## src/verilog/scg_pkg.sv

```systemverilog
// package: constants for the system clock generation block
package scg_pkg;
  // ==========================================================
  // register map
  localparam logic [7:0] TUNE_ADDR       = 8'h96;  // rc_oscillator_tune
  localparam logic [7:0] DIV_ADDR        = 8'h95;  // cpu_clock_divider
  localparam int         TRIM_W          = 6;
  localparam int         PIN_EN_BIT      = 6;
  localparam int         RC_OUT_BIT      = 7;
  localparam logic [5:0] TRIM_FACTORY    = 6'h20;  // arbitrary factory trim default
  localparam logic [7:0] DIV_RESET       = 8'h00;
  // ==========================================================
  // oscillator source codes held in configuration
  localparam logic [1:0] SRC_XTAL        = 2'h0;
  localparam logic [1:0] SRC_EXT         = 2'h1;
  localparam logic [1:0] SRC_WDOG        = 2'h2;
  localparam logic [1:0] SRC_RC          = 2'h3;
  // crystal range codes
  localparam logic [1:0] XR_LOW          = 2'h0;   // 20 kHz .. 100 kHz
  localparam logic [1:0] XR_MED          = 2'h1;   // 100 kHz .. 4 MHz
  localparam logic [1:0] XR_HIGH         = 2'h2;   // 4 MHz .. 18 MHz
  // nominal rates and limits in kHz
  localparam int         RC_NOM_KHZ      = 7373;
  localparam int         WDOG_NOM_KHZ    = 400;
  localparam int         EXT_MAX_KHZ     = 18000;
  localparam int         RST_PIN_KHZ     = 12000;
  // ==========================================================
  // state machine for source capture
  typedef enum logic [1:0] {
    SCG_CFG = 2'b01,
    SCG_RUN = 2'b10
  } scg_state_t;
endpackage : scg_pkg

```

## src/verilog/scg_clock_gen.sv

```systemverilog
// file: top of system clock generation (source select, divider, trim, clock out)
//
// Contract
// - oscillator clock comes from exactly one of four sources
// - source choice comes from non-volatile configuration, not register writes
// - cpu clock is a programmable divider output fed by source clock
// - one machine cycle is two cpu clock cycles
// - peripheral clock runs at half the cpu clock
// - rc oscillator nominal 7.373 MHz at factory trim
// - watchdog oscillator runs independently near 400 kHz, selectable
// - crystal offers low, medium and high speed ranges
// - clock pin drives only if enabled, no crystal source, no crystal rtc
// - enabled clock pin toggles at half the cpu clock
// - six-bit writable trim tunes the rc oscillator
// - only power-on reset loads factory trim value
// - clock pin enable is bit 6 of the trim register
`timescale 1ns/100ps
module scg_clock_gen (
  // clock and resets
  input  wire logic       sys_clk,
  input  wire logic       rst_n,
  input  wire logic       por_n,
  // oscillator source ticks, one sys_clk pulse per source edge, plus the external clock pin level
  input  wire logic       wdog_osc_tick,
  input  wire logic       rc_osc_tick,
  input  wire logic       xtal_osc_tick,
  input  wire logic       osc_input_pin,
  // non-volatile configuration
  input  wire logic [1:0] cfg_source,
  input  wire logic [1:0] cfg_xtal_range,
  input  wire logic       cfg_rtc_uses_xtal,
  // special function register port
  input  wire logic [7:0] sfr_addr,
  input  wire logic [7:0] sfr_wdata,
  input  wire logic       sfr_wr,
  input  wire logic       sfr_rd,
  output logic [7:0]      sfr_rdata,
  // clock enables
  output logic            selected_source_clock,
  output logic            cpu_core_clock,
  output logic            machine_cycle_en,
  output logic            periph_clock_en,
  // rc oscillator tuning and crystal range
  output logic [5:0]      rc_trim_value,
  output logic [1:0]      xtal_range_sel,
  // half-rate clock pin
  output logic            half_rate_clock_pin,
  output logic            half_rate_clock_oe
);
  // ==========================================================
  // pin synchroniser for the external clock input
  logic ext_s1_reg;
  logic ext_s2_reg;
  logic ext_s3_reg;
  always_ff @(posedge sys_clk or negedge rst_n) begin
    if (!rst_n) begin
      ext_s1_reg <= 1'b0;
      ext_s2_reg <= 1'b0;
      ext_s3_reg <= 1'b0;
    end else begin
      ext_s1_reg <= osc_input_pin;
      ext_s2_reg <= ext_s1_reg;
      ext_s3_reg <= ext_s2_reg;
    end
  end
  // rising edge of the external clock; each pin level must last at least one sys_clk cycle to be seen
  logic ext_tick;
  assign ext_tick = ext_s2_reg & ~ext_s3_reg;

  // ==========================================================
  // source capture: configuration is latched once after reset release
  scg_pkg::scg_state_t state_reg;
  scg_pkg::scg_state_t state_next;
  logic [1:0]          src_reg;
  logic [1:0]          src_next;
  logic [1:0]          range_reg;
  logic [1:0]          range_next;
  logic                rtcx_reg;
  logic                rtcx_next;

  // later configuration changes are ignored until the next reset
  always_comb begin
    state_next = state_reg;
    src_next   = src_reg;
    range_next = range_reg;
    rtcx_next  = rtcx_reg;
    case (state_reg)
      scg_pkg::SCG_CFG: begin
        src_next   = cfg_source;
        range_next = cfg_xtal_range;
        rtcx_next  = cfg_rtc_uses_xtal;
        state_next = scg_pkg::SCG_RUN;
      end
      scg_pkg::SCG_RUN: begin
        state_next = scg_pkg::SCG_RUN;
      end
      default: begin
        state_next = scg_pkg::SCG_CFG;
      end
    endcase
  end

  always_ff @(posedge sys_clk or negedge rst_n) begin
    if (!rst_n) begin
      state_reg <= scg_pkg::SCG_CFG;
      src_reg   <= scg_pkg::SRC_RC;
      range_reg <= scg_pkg::XR_LOW;
      rtcx_reg  <= 1'b0;
    end else begin
      state_reg <= state_next;
      src_reg   <= src_next;
      range_reg <= range_next;
      rtcx_reg  <= rtcx_next;
    end
  end

  // ==========================================================
  // source multiplexer: exactly one source feeds the divider
  logic osc_tick;
  logic running;
  assign running = (state_reg == scg_pkg::SCG_RUN);
  always_comb begin
    case (src_reg)
      scg_pkg::SRC_XTAL: osc_tick = xtal_osc_tick;
      scg_pkg::SRC_EXT:  osc_tick = ext_tick;
      scg_pkg::SRC_WDOG: osc_tick = wdog_osc_tick;
      scg_pkg::SRC_RC:   osc_tick = rc_osc_tick;
      default:           osc_tick = 1'b0;
    endcase
  end

  // ==========================================================
  // trim register: factory value only on power-on reset
  logic [7:0] tune_reg;
  logic [7:0] tune_next;
  logic       tune_hit;
  assign tune_hit = sfr_wr && (sfr_addr == scg_pkg::TUNE_ADDR);
  always_comb begin
    tune_next = tune_reg;
    if (tune_hit) begin
      tune_next = sfr_wdata;
    end
  end
  // reset by por_n only, so a warm reset keeps the tuning
  always_ff @(posedge sys_clk or negedge por_n) begin
    if (!por_n) begin
      tune_reg <= {2'h0, scg_pkg::TRIM_FACTORY};
    end else begin
      tune_reg <= tune_next;
    end
  end

  // ==========================================================
  // cpu clock divider register
  logic [7:0] div_reg;
  logic [7:0] div_next;
  logic [7:0] cnt_reg;
  logic [7:0] cnt_next;
  logic       cpu_core_clock_reg;
  logic       cpu_core_clock_next;
  always_comb begin
    div_next  = div_reg;
    cnt_next  = cnt_reg;
    cpu_core_clock_next = 1'b0;
    if (sfr_wr && (sfr_addr == scg_pkg::DIV_ADDR)) begin
      div_next = sfr_wdata;
      cnt_next = 8'h00;  // restart so a new ratio applies at once
    end else if (running && osc_tick) begin
      if (div_reg == 8'h00) begin
        cpu_core_clock_next = 1'b1;
      end else if (cnt_reg >= div_reg) begin
        cnt_next  = 8'h00;
        cpu_core_clock_next = 1'b1;
      end else begin
        cnt_next = cnt_reg + 8'h01;
      end
    end
  end

  always_ff @(posedge sys_clk or negedge rst_n) begin
    if (!rst_n) begin
      div_reg  <= scg_pkg::DIV_RESET;
      cnt_reg  <= 8'h00;
      cpu_core_clock_reg <= 1'b0;
    end else begin
      div_reg  <= div_next;
      cnt_reg  <= cnt_next;
      cpu_core_clock_reg <= cpu_core_clock_next;
    end
  end

  // ==========================================================
  // half-rate derivations from the cpu clock enable
  logic mc_q;
  logic mc_pulse;
  logic pin_half;
  logic pin_allowed;
  logic pin_clear;
  scg_toggle u_machine (
    .sys_clk    (sys_clk),
    .rst_n      (rst_n),
    .tick_en    (cpu_core_clock_reg),
    .clear      (1'b0),
    .half_q     (mc_q),
    .half_pulse (mc_pulse)
  );
  // pin divider is held clear while disabled so it starts from low
  assign pin_allowed = tune_reg[scg_pkg::PIN_EN_BIT] && (src_reg != scg_pkg::SRC_XTAL)
                       && !rtcx_reg && running;
  assign pin_clear   = !pin_allowed;
  scg_toggle u_clk_pin (
    .sys_clk    (sys_clk),
    .rst_n      (rst_n),
    .tick_en    (cpu_core_clock_reg),
    .clear      (pin_clear),
    .half_q     (pin_half),
    .half_pulse ()
  );

  // ==========================================================
  // registered outputs
  logic       oe_reg;
  logic       pin_reg;
  logic       src_tick_reg;
  logic [7:0] rdata_reg;
  logic [7:0] rdata_next;
  always_comb begin
    rdata_next = 8'h00;  // unmapped addresses read zero
    if (sfr_rd && (sfr_addr == scg_pkg::TUNE_ADDR)) begin
      rdata_next = tune_reg;
    end else if (sfr_rd && (sfr_addr == scg_pkg::DIV_ADDR)) begin
      rdata_next = div_reg;
    end
  end

  always_ff @(posedge sys_clk or negedge rst_n) begin
    if (!rst_n) begin
      oe_reg       <= 1'b0;
      pin_reg      <= 1'b0;
      src_tick_reg <= 1'b0;
      rdata_reg    <= 8'h00;
    end else begin
      oe_reg       <= pin_allowed;
      pin_reg      <= pin_half & pin_allowed;
      src_tick_reg <= running & osc_tick;
      rdata_reg    <= rdata_next;
    end
  end

  // rc trim and range leave straight from their registers
  assign rc_trim_value         = tune_reg[scg_pkg::TRIM_W-1:0];
  assign xtal_range_sel        = range_reg;
  assign sfr_rdata             = rdata_reg;
  assign selected_source_clock = src_tick_reg;
  assign cpu_core_clock        = cpu_core_clock_reg;
  assign machine_cycle_en      = mc_pulse;
  assign periph_clock_en       = mc_pulse;
  assign half_rate_clock_pin   = pin_reg;
  assign half_rate_clock_oe    = oe_reg;
endmodule : scg_clock_gen

```

## src/verilog/scg_toggle.sv

```systemverilog
// file: enable-driven toggle divider used for the half-rate clocks
`timescale 1ns/100ps
module scg_toggle (
  // clock and reset
  input  wire logic sys_clk,
  input  wire logic rst_n,
  // control
  input  wire logic tick_en,
  input  wire logic clear,
  // result
  output logic      half_q,
  output logic      half_pulse
);
  logic half_reg;
  logic half_next;
  logic pulse_reg;
  logic pulse_next;

  // ==========================================================
  // next state: clear wins, else flip on every tick and pulse on falling half
  always_comb begin
    half_next  = half_reg;
    pulse_next = 1'b0;
    if (clear) begin
      half_next = 1'b0;
    end else if (tick_en) begin
      half_next  = ~half_reg;
      pulse_next = half_reg;  // every second tick
    end
  end

  always_ff @(posedge sys_clk or negedge rst_n) begin
    if (!rst_n) begin
      half_reg  <= 1'b0;
      pulse_reg <= 1'b0;
    end else begin
      half_reg  <= half_next;
      pulse_reg <= pulse_next;
    end
  end

  assign half_q     = half_reg;
  assign half_pulse = pulse_reg;
endmodule : scg_toggle

```

## config.mk

```make
export PLATFORM = sky130hd
export DESIGN_NAME = scg_clock_gen
export DESIGN_NICKNAME = d
export VERILOG_FILES = /design/src/verilog/scg_pkg.sv /design/src/verilog/scg_clock_gen.sv /design/src/verilog/scg_toggle.sv
export SDC_FILE = /design/constraint.sdc
export NUM_CORES = 1
export LEC_CHECK = 0
export ABC_CLOCK_PERIOD_IN_PS = 2300
export BUFFER_PORTS_ARGS = -buffer_cell sky130_fd_sc_hd__buf_2
export CORE_ASPECT_RATIO = 1.25
export CORE_UTILIZATION = 50
export CTS_BUF_LIST = sky130_fd_sc_hd__clkbuf_2
export DETAILED_ROUTE_END_ITERATION = 12
export PLACE_DENSITY_LB_ADDON = 0.12
export SETUP_SLACK_MARGIN = 0.15
export SLEW_MARGIN = 30
export SYNTH_ARGS = -nofsm -noshare
export SYNTH_HDL_FRONTEND = slang
export SYNTH_SLANG_ARGS = --single-unit
```

## constraint.sdc

```tcl
create_clock -name sys_clk -period 2.3 [get_ports sys_clk]
set_input_delay 0.345 -clock sys_clk [delete_from_list [all_inputs] [get_ports sys_clk]]
set_output_delay 0.345 -clock sys_clk [all_outputs]
set_load 0.01 [all_outputs]
```

Word level (Yosys, flattened, before mapping)
Cells that the tools add are included.

$add $sub $neg: 1. Magnitude comparators: 1. Equality and inequality tests: 9. Mux-type cells: 15. Bitwise operators: 6. Reductions and logical operators: 15.

Operators with widths (count): 8-bit two-way mux (6); 8-bit == test, second input constant (2); 8-bit by 1-bit adder with 8-bit output, second input constant (1); 8-bit >= comparator (1); 1-bit logical AND (8); 8-bit logical NOT (1); 1-bit two-way mux (7); 2-bit == test, second input constant (3); 2-bit by 1-bit == test with 1-bit output, second input constant (2); 2-bit != test, second input constant (2); 1-bit case mux with 4 select lines (1); 2-bit nonzero test (2); 1-bit AND (3); 1-bit NOT (3); 2-bit logical NOT (1); 2-bit two-way mux (1); 2-bit AND reduction (1); 2-bit OR reduction (1); 1-bit logical NOT (1).

Register bits: 49. Output and inout bits: 22. Logic and storage cells: 65.

Longest topological paths before layout
Depth after elaboration: 6. Depth in mapped cells: 8. Depth with buffers taken out: 7.

Modules after synthesis
A second synthesis with hierarchy kept.

Cell total of the unflattened synthesis: 201. Area total of the unflattened synthesis: 2347.3 um2.

Modules (own cells, without submodules): scg_clock_gen (times used 1, cells each 189, area each 2207.1 um2); scg_toggle (times used 2, cells each 6, area each 70.1 um2).

Worst setup path after synthesis
No wires, ideal clock.

Kind: register -> register. Start: register cnt_reg[0]. End: register cnt_reg[6]. Arrival time: 1.864 ns. Data required time: 2.218 ns. Setup slack: 0.354 ns. Cell stages (with the launch flop): 9. Buffers on the path: 1. Path through: dfrtp_1 > inv_1 > ha_1 > nand2b_1 > a2111o_1 > a21oi_2 > buf_2 > nand3_1 > a31oi_1.

Longest elaborated chain between the ends: 5.

RTL lines: start, declared (RTL line scg_clock_gen.sv:157) `logic [7:0] cnt_reg;`; start signal, assigned (RTL line scg_clock_gen.sv:187) `cnt_reg <= cnt_next;`; 8-bit by 1-bit adder with 8-bit output or 8-bit >= comparator (tied branches) (RTL line scg_clock_gen.sv:175, scg_clock_gen.sv:171); 8-bit two-way mux (*) (RTL line scg_clock_gen.sv:171) `end else if (cnt_reg >= div_reg) begin`; 8-bit two-way mux (*) (RTL line scg_clock_gen.sv:169) `if (div_reg == 8'h00) begin`; 8-bit two-way mux (*) (RTL line scg_clock_gen.sv:168) `end else if (running && osc_tick) begin`; 8-bit two-way mux (*) (RTL line scg_clock_gen.sv:165) `if (sfr_wr && (sfr_addr == scg_pkg::DIV_ADDR)) begin`.

Mark *: on every way between the ends. The rest lies on a longest branch, timed or not. The select of a mux whose other input is x is not followed. A chain may end at the register's enable or synchronous reset.

Worst setup path in the final report
Start: register cnt_reg[0]. End: register cnt_reg[3].

The elaborated chain is that of the path after synthesis.

==> results.tsv <==
stage	metric	value	unit
route	first-pass detailed-route iteration total	4	
setup_path	CP Data Arrival Time	2.41	ns
final_layout	ANT cells	0	
setup_path	Setup crit start kind	flop	
timing	Worst Tran Pin Value	0.568	ns
timing	final-report setup violation count	0	
cts	Clock transition at path regs	0.24	ns
setup_path	worst-path fanout max	13	
cts	Longest Clk Path Bufs	2	
power_and_ir_drop	peak supply drop	0.337	mV
timing	Slew headroom	0.620	
setup_path	Setup Crit Path Kind	reg -> reg	
grt	vias in the first global route	1591	
timing	final slew viol count	0	
cts	root buf cell	clkbuf_2	
synthesis	dominant synthesized flop cell	dfrtp_1	
setup_path	CP peak stage delay	0.47	ns
final_layout	Filler cells	390	
timing	Sum Neg Setup Slack	0	ns
timing	fin crit period	2.04	ns
cts	Inserted Clock Buffers	5	
route	Avg WL per Cell	13.6	µm
placed_design	input/output buffers	51	
synthesis	Mean Syn Cell Area	12.0	µm²
power_and_ir_drop	power per cell area	678	nW/µm²
flow_run	max cap viols	0	
setup_path	Critical Path RT	2.67	ns
synthesis	cell count after synthesis	192	
power_and_ir_drop	Clk pwr share	0.195	
die	Rows	27	
route	DRT iter0 DRCs	118	
setup_path	Crit-path slowest cell	dfrtp_1	
final_layout	Layout area overhead	16.7	%
setup_path	CP Cell Sequence	inv_1 -> ha_1 -> nand2b_1 -> a2111o_1 -> a21oi_2 -> buf_4 -> nand3_1 -> a31oi_1	
setup_path	Top delay family on crit path	compound AO/OA/AOI/OAI gates	
synthesis	Syn Std Cell Area	2300	µm²
route	Via Count	1651	
grt	largest net degree at the start of global routing	22	
setup_path	worst path bufs/invs	2	
grt	initial antenna violation count	0	
cts	H-tree depth	2	
synthesis	sequential area share after synthesis	0.534	
die	die area	4880	µm²
cts	Clock Sinks	49	
die	Die Y	77.9	µm
timing	Hold Fails Final Rpt	0	
timing	RSZ-0062 raised after global routing	no	
die	I/O pin total	52	
grt	gr usage total	0.191	
synthesis	EDFF count, synth	0	
route	Via density	5.34	
route	antenna-violating nets left	0	
power_and_ir_drop	sequential share of power	0.571	
outcome	status	completed	
timing	Hold WS	0.125	ns
synthesis	distinct cell type count after synthesis	39	
grt	first-pass GRT wire length	7.27	mm
final_layout	final design utilization	0.608	
final_layout	final std cells w/o fill	309	
route	DRC viols	0	
placed_design	HPWL after detailed placement	3.14	mm
route	total wire length	4.21	mm
synthesis	Synthesized Nets	233	
cts	clock latency on the worst-skew pair	0.43	ns
synthesis	register bit total from synthesis	49	
timing	Final Cycle Share	0.886	
power_and_ir_drop	Sw Ratio	0.326	
timing	clk_skew	0.0181	ns
die	Initial Util	0.520	
die	Die Wd	62.7	µm
cts	CTS tree	built	
synthesis	yosys warns	0	
final_layout	final-stage net count	291	
synthesis	FFs w/ async S/R, synth	1.00	
power_and_ir_drop	LEAKAGE	1.33	nW
setup_path	type of element capturing the critical path	flop	
placed_design	Final GP Congestion	0.776	
final_layout	proportion of layout cells with a drive suffix above 1	0.394	
placed_design	cell count after placement	297	
power_and_ir_drop	internal power	0.00123	W
power_and_ir_drop	combinational power share	0.234	
die	Core ar.	4430	µm²
grt	grt total ovfl	0	
hold_path	Hold Path Class	in -> reg	
power_and_ir_drop	Sw Pwr	0.000594	W
timing	fmax	491	MHz
-- worst min-delay path: cells and delay by family --
family	cells	cell delay, ns
buffers and inverters	1	0.09
AOI/OAI and AO/OA	1	0.07
and+or+nand+nor	1	0.05
-- cell type report --
type,instances,area (µm²),share of cell area
multi-input cells,120,952,0.354
repair buffers,61,338,0.126
clock buffers,5,25.0,0.00931
well taps,58,72.6,0.0270
clock inverters,3,21.3,0.00791
inverters,13,48.8,0.0181
flip-flops and latches,49,1230,0.458
-- what timing repair did --
action,in CTS,in global routing
hold buffers,3,0
endpoints found under the setup margin,0,2
endpoints found under the hold margin,47,0
resized for setup,0,1
buffers inserted,0,1
-- Yosys cell counts, types with 6 or more instances --
cell type	number	area, µm²
buf_4	7	52.6
nor2_1	7	26.3
mux2_2	20	225
nand2_1	11	41.3
a21oi_1	7	35.0
inv_1	13	48.8
dfrtp_1	45	1130
o21ai_0	6	30.0
a22o_1	8	70.1
ha_1	11	138
nand3_1	12	60.1
-- path summary, 6_finish.rpt --
check,cells past startpoint,startpoint,end,slack [ns]
min in group asynchronous,2,por_n,tune_reg[4],0.23
worst min-delay path,3,cfg_source[1],src_reg[1],0.12
max in group asynchronous,3,rst_n,state_reg[0],1.63
worst max-delay path,8,cnt_reg[0],cnt_reg[3],0.26
worst max register to register,8,cnt_reg[0],cnt_reg[3],0.26
worst min register to register,0,ext_s1_reg,ext_s2_reg,0.40
-- per-layer routing --
layer  GRT usage  vias up  routed length (µm)
met5           0        -                   0
met4      0.0628        0                  56
met3      0.0441        5                 180
met2       0.322       40                2090
met1       0.241      809                1890
li1            -      797                   -
-- cell families (layout without fill, tap and decap cells) --
family	Yosys count	count (layout)	share of synthesized area
xor+xnor	2	2	0.00761
fa+ha+maj	11	11	0.0597
simple gates	55	55	0.149
flops	49	49	0.534
buf+inv	23	82	0.0532
mux	21	21	0.104
compound gates	31	31	0.0918
-- metrics by stage --
step                cell area (µm²)  total power (W)  worst slack, ns
finish                         2690          0.00182            0.262
global route                   2690          0.00195            0.157
CTS                            2680          0.00184            0.253
detailed placement             2600          0.00147            0.305
global placement               2600          0.00146            0.336
floorplan                      2300          0.00133            0.354
-- power groups by stage --
stage / clock, W / sequential [W] / combinational [W]
6_report: 0.000355 / 0.00104 / 0.000426
3_5_place_dp: 0 / 0.00106 / 0.000415
2_1_floorplan: 0 / 0.00104 / 0.000294
4_1_cts: 0.000376 / 0.00104 / 0.000421
5_1_grt: 0.000409 / 0.00106 / 0.000480
3_3_place_gp: 0 / 0.00105 / 0.000406
-- cells in the final DEF (no fill, tap or decap), drive strengths merged, types with 2 or more instances in the layout --
cell,instances
inv,14
a31oi,4
nand4b,2
and2,2
nor4,2
nand4,2
nor3,2
mux2,21
a22o,8
nand3,12
buf,58
clkbuf,5
nand2,12
or4,2
ha,11
dfrtp,45
nor2,7
a21oi,8
dlygate4sd3,3
a211oi,2
o21ai,6
nor3b,5
dfstp,4
Note: power is estimated with default switching activity, not from simulation.
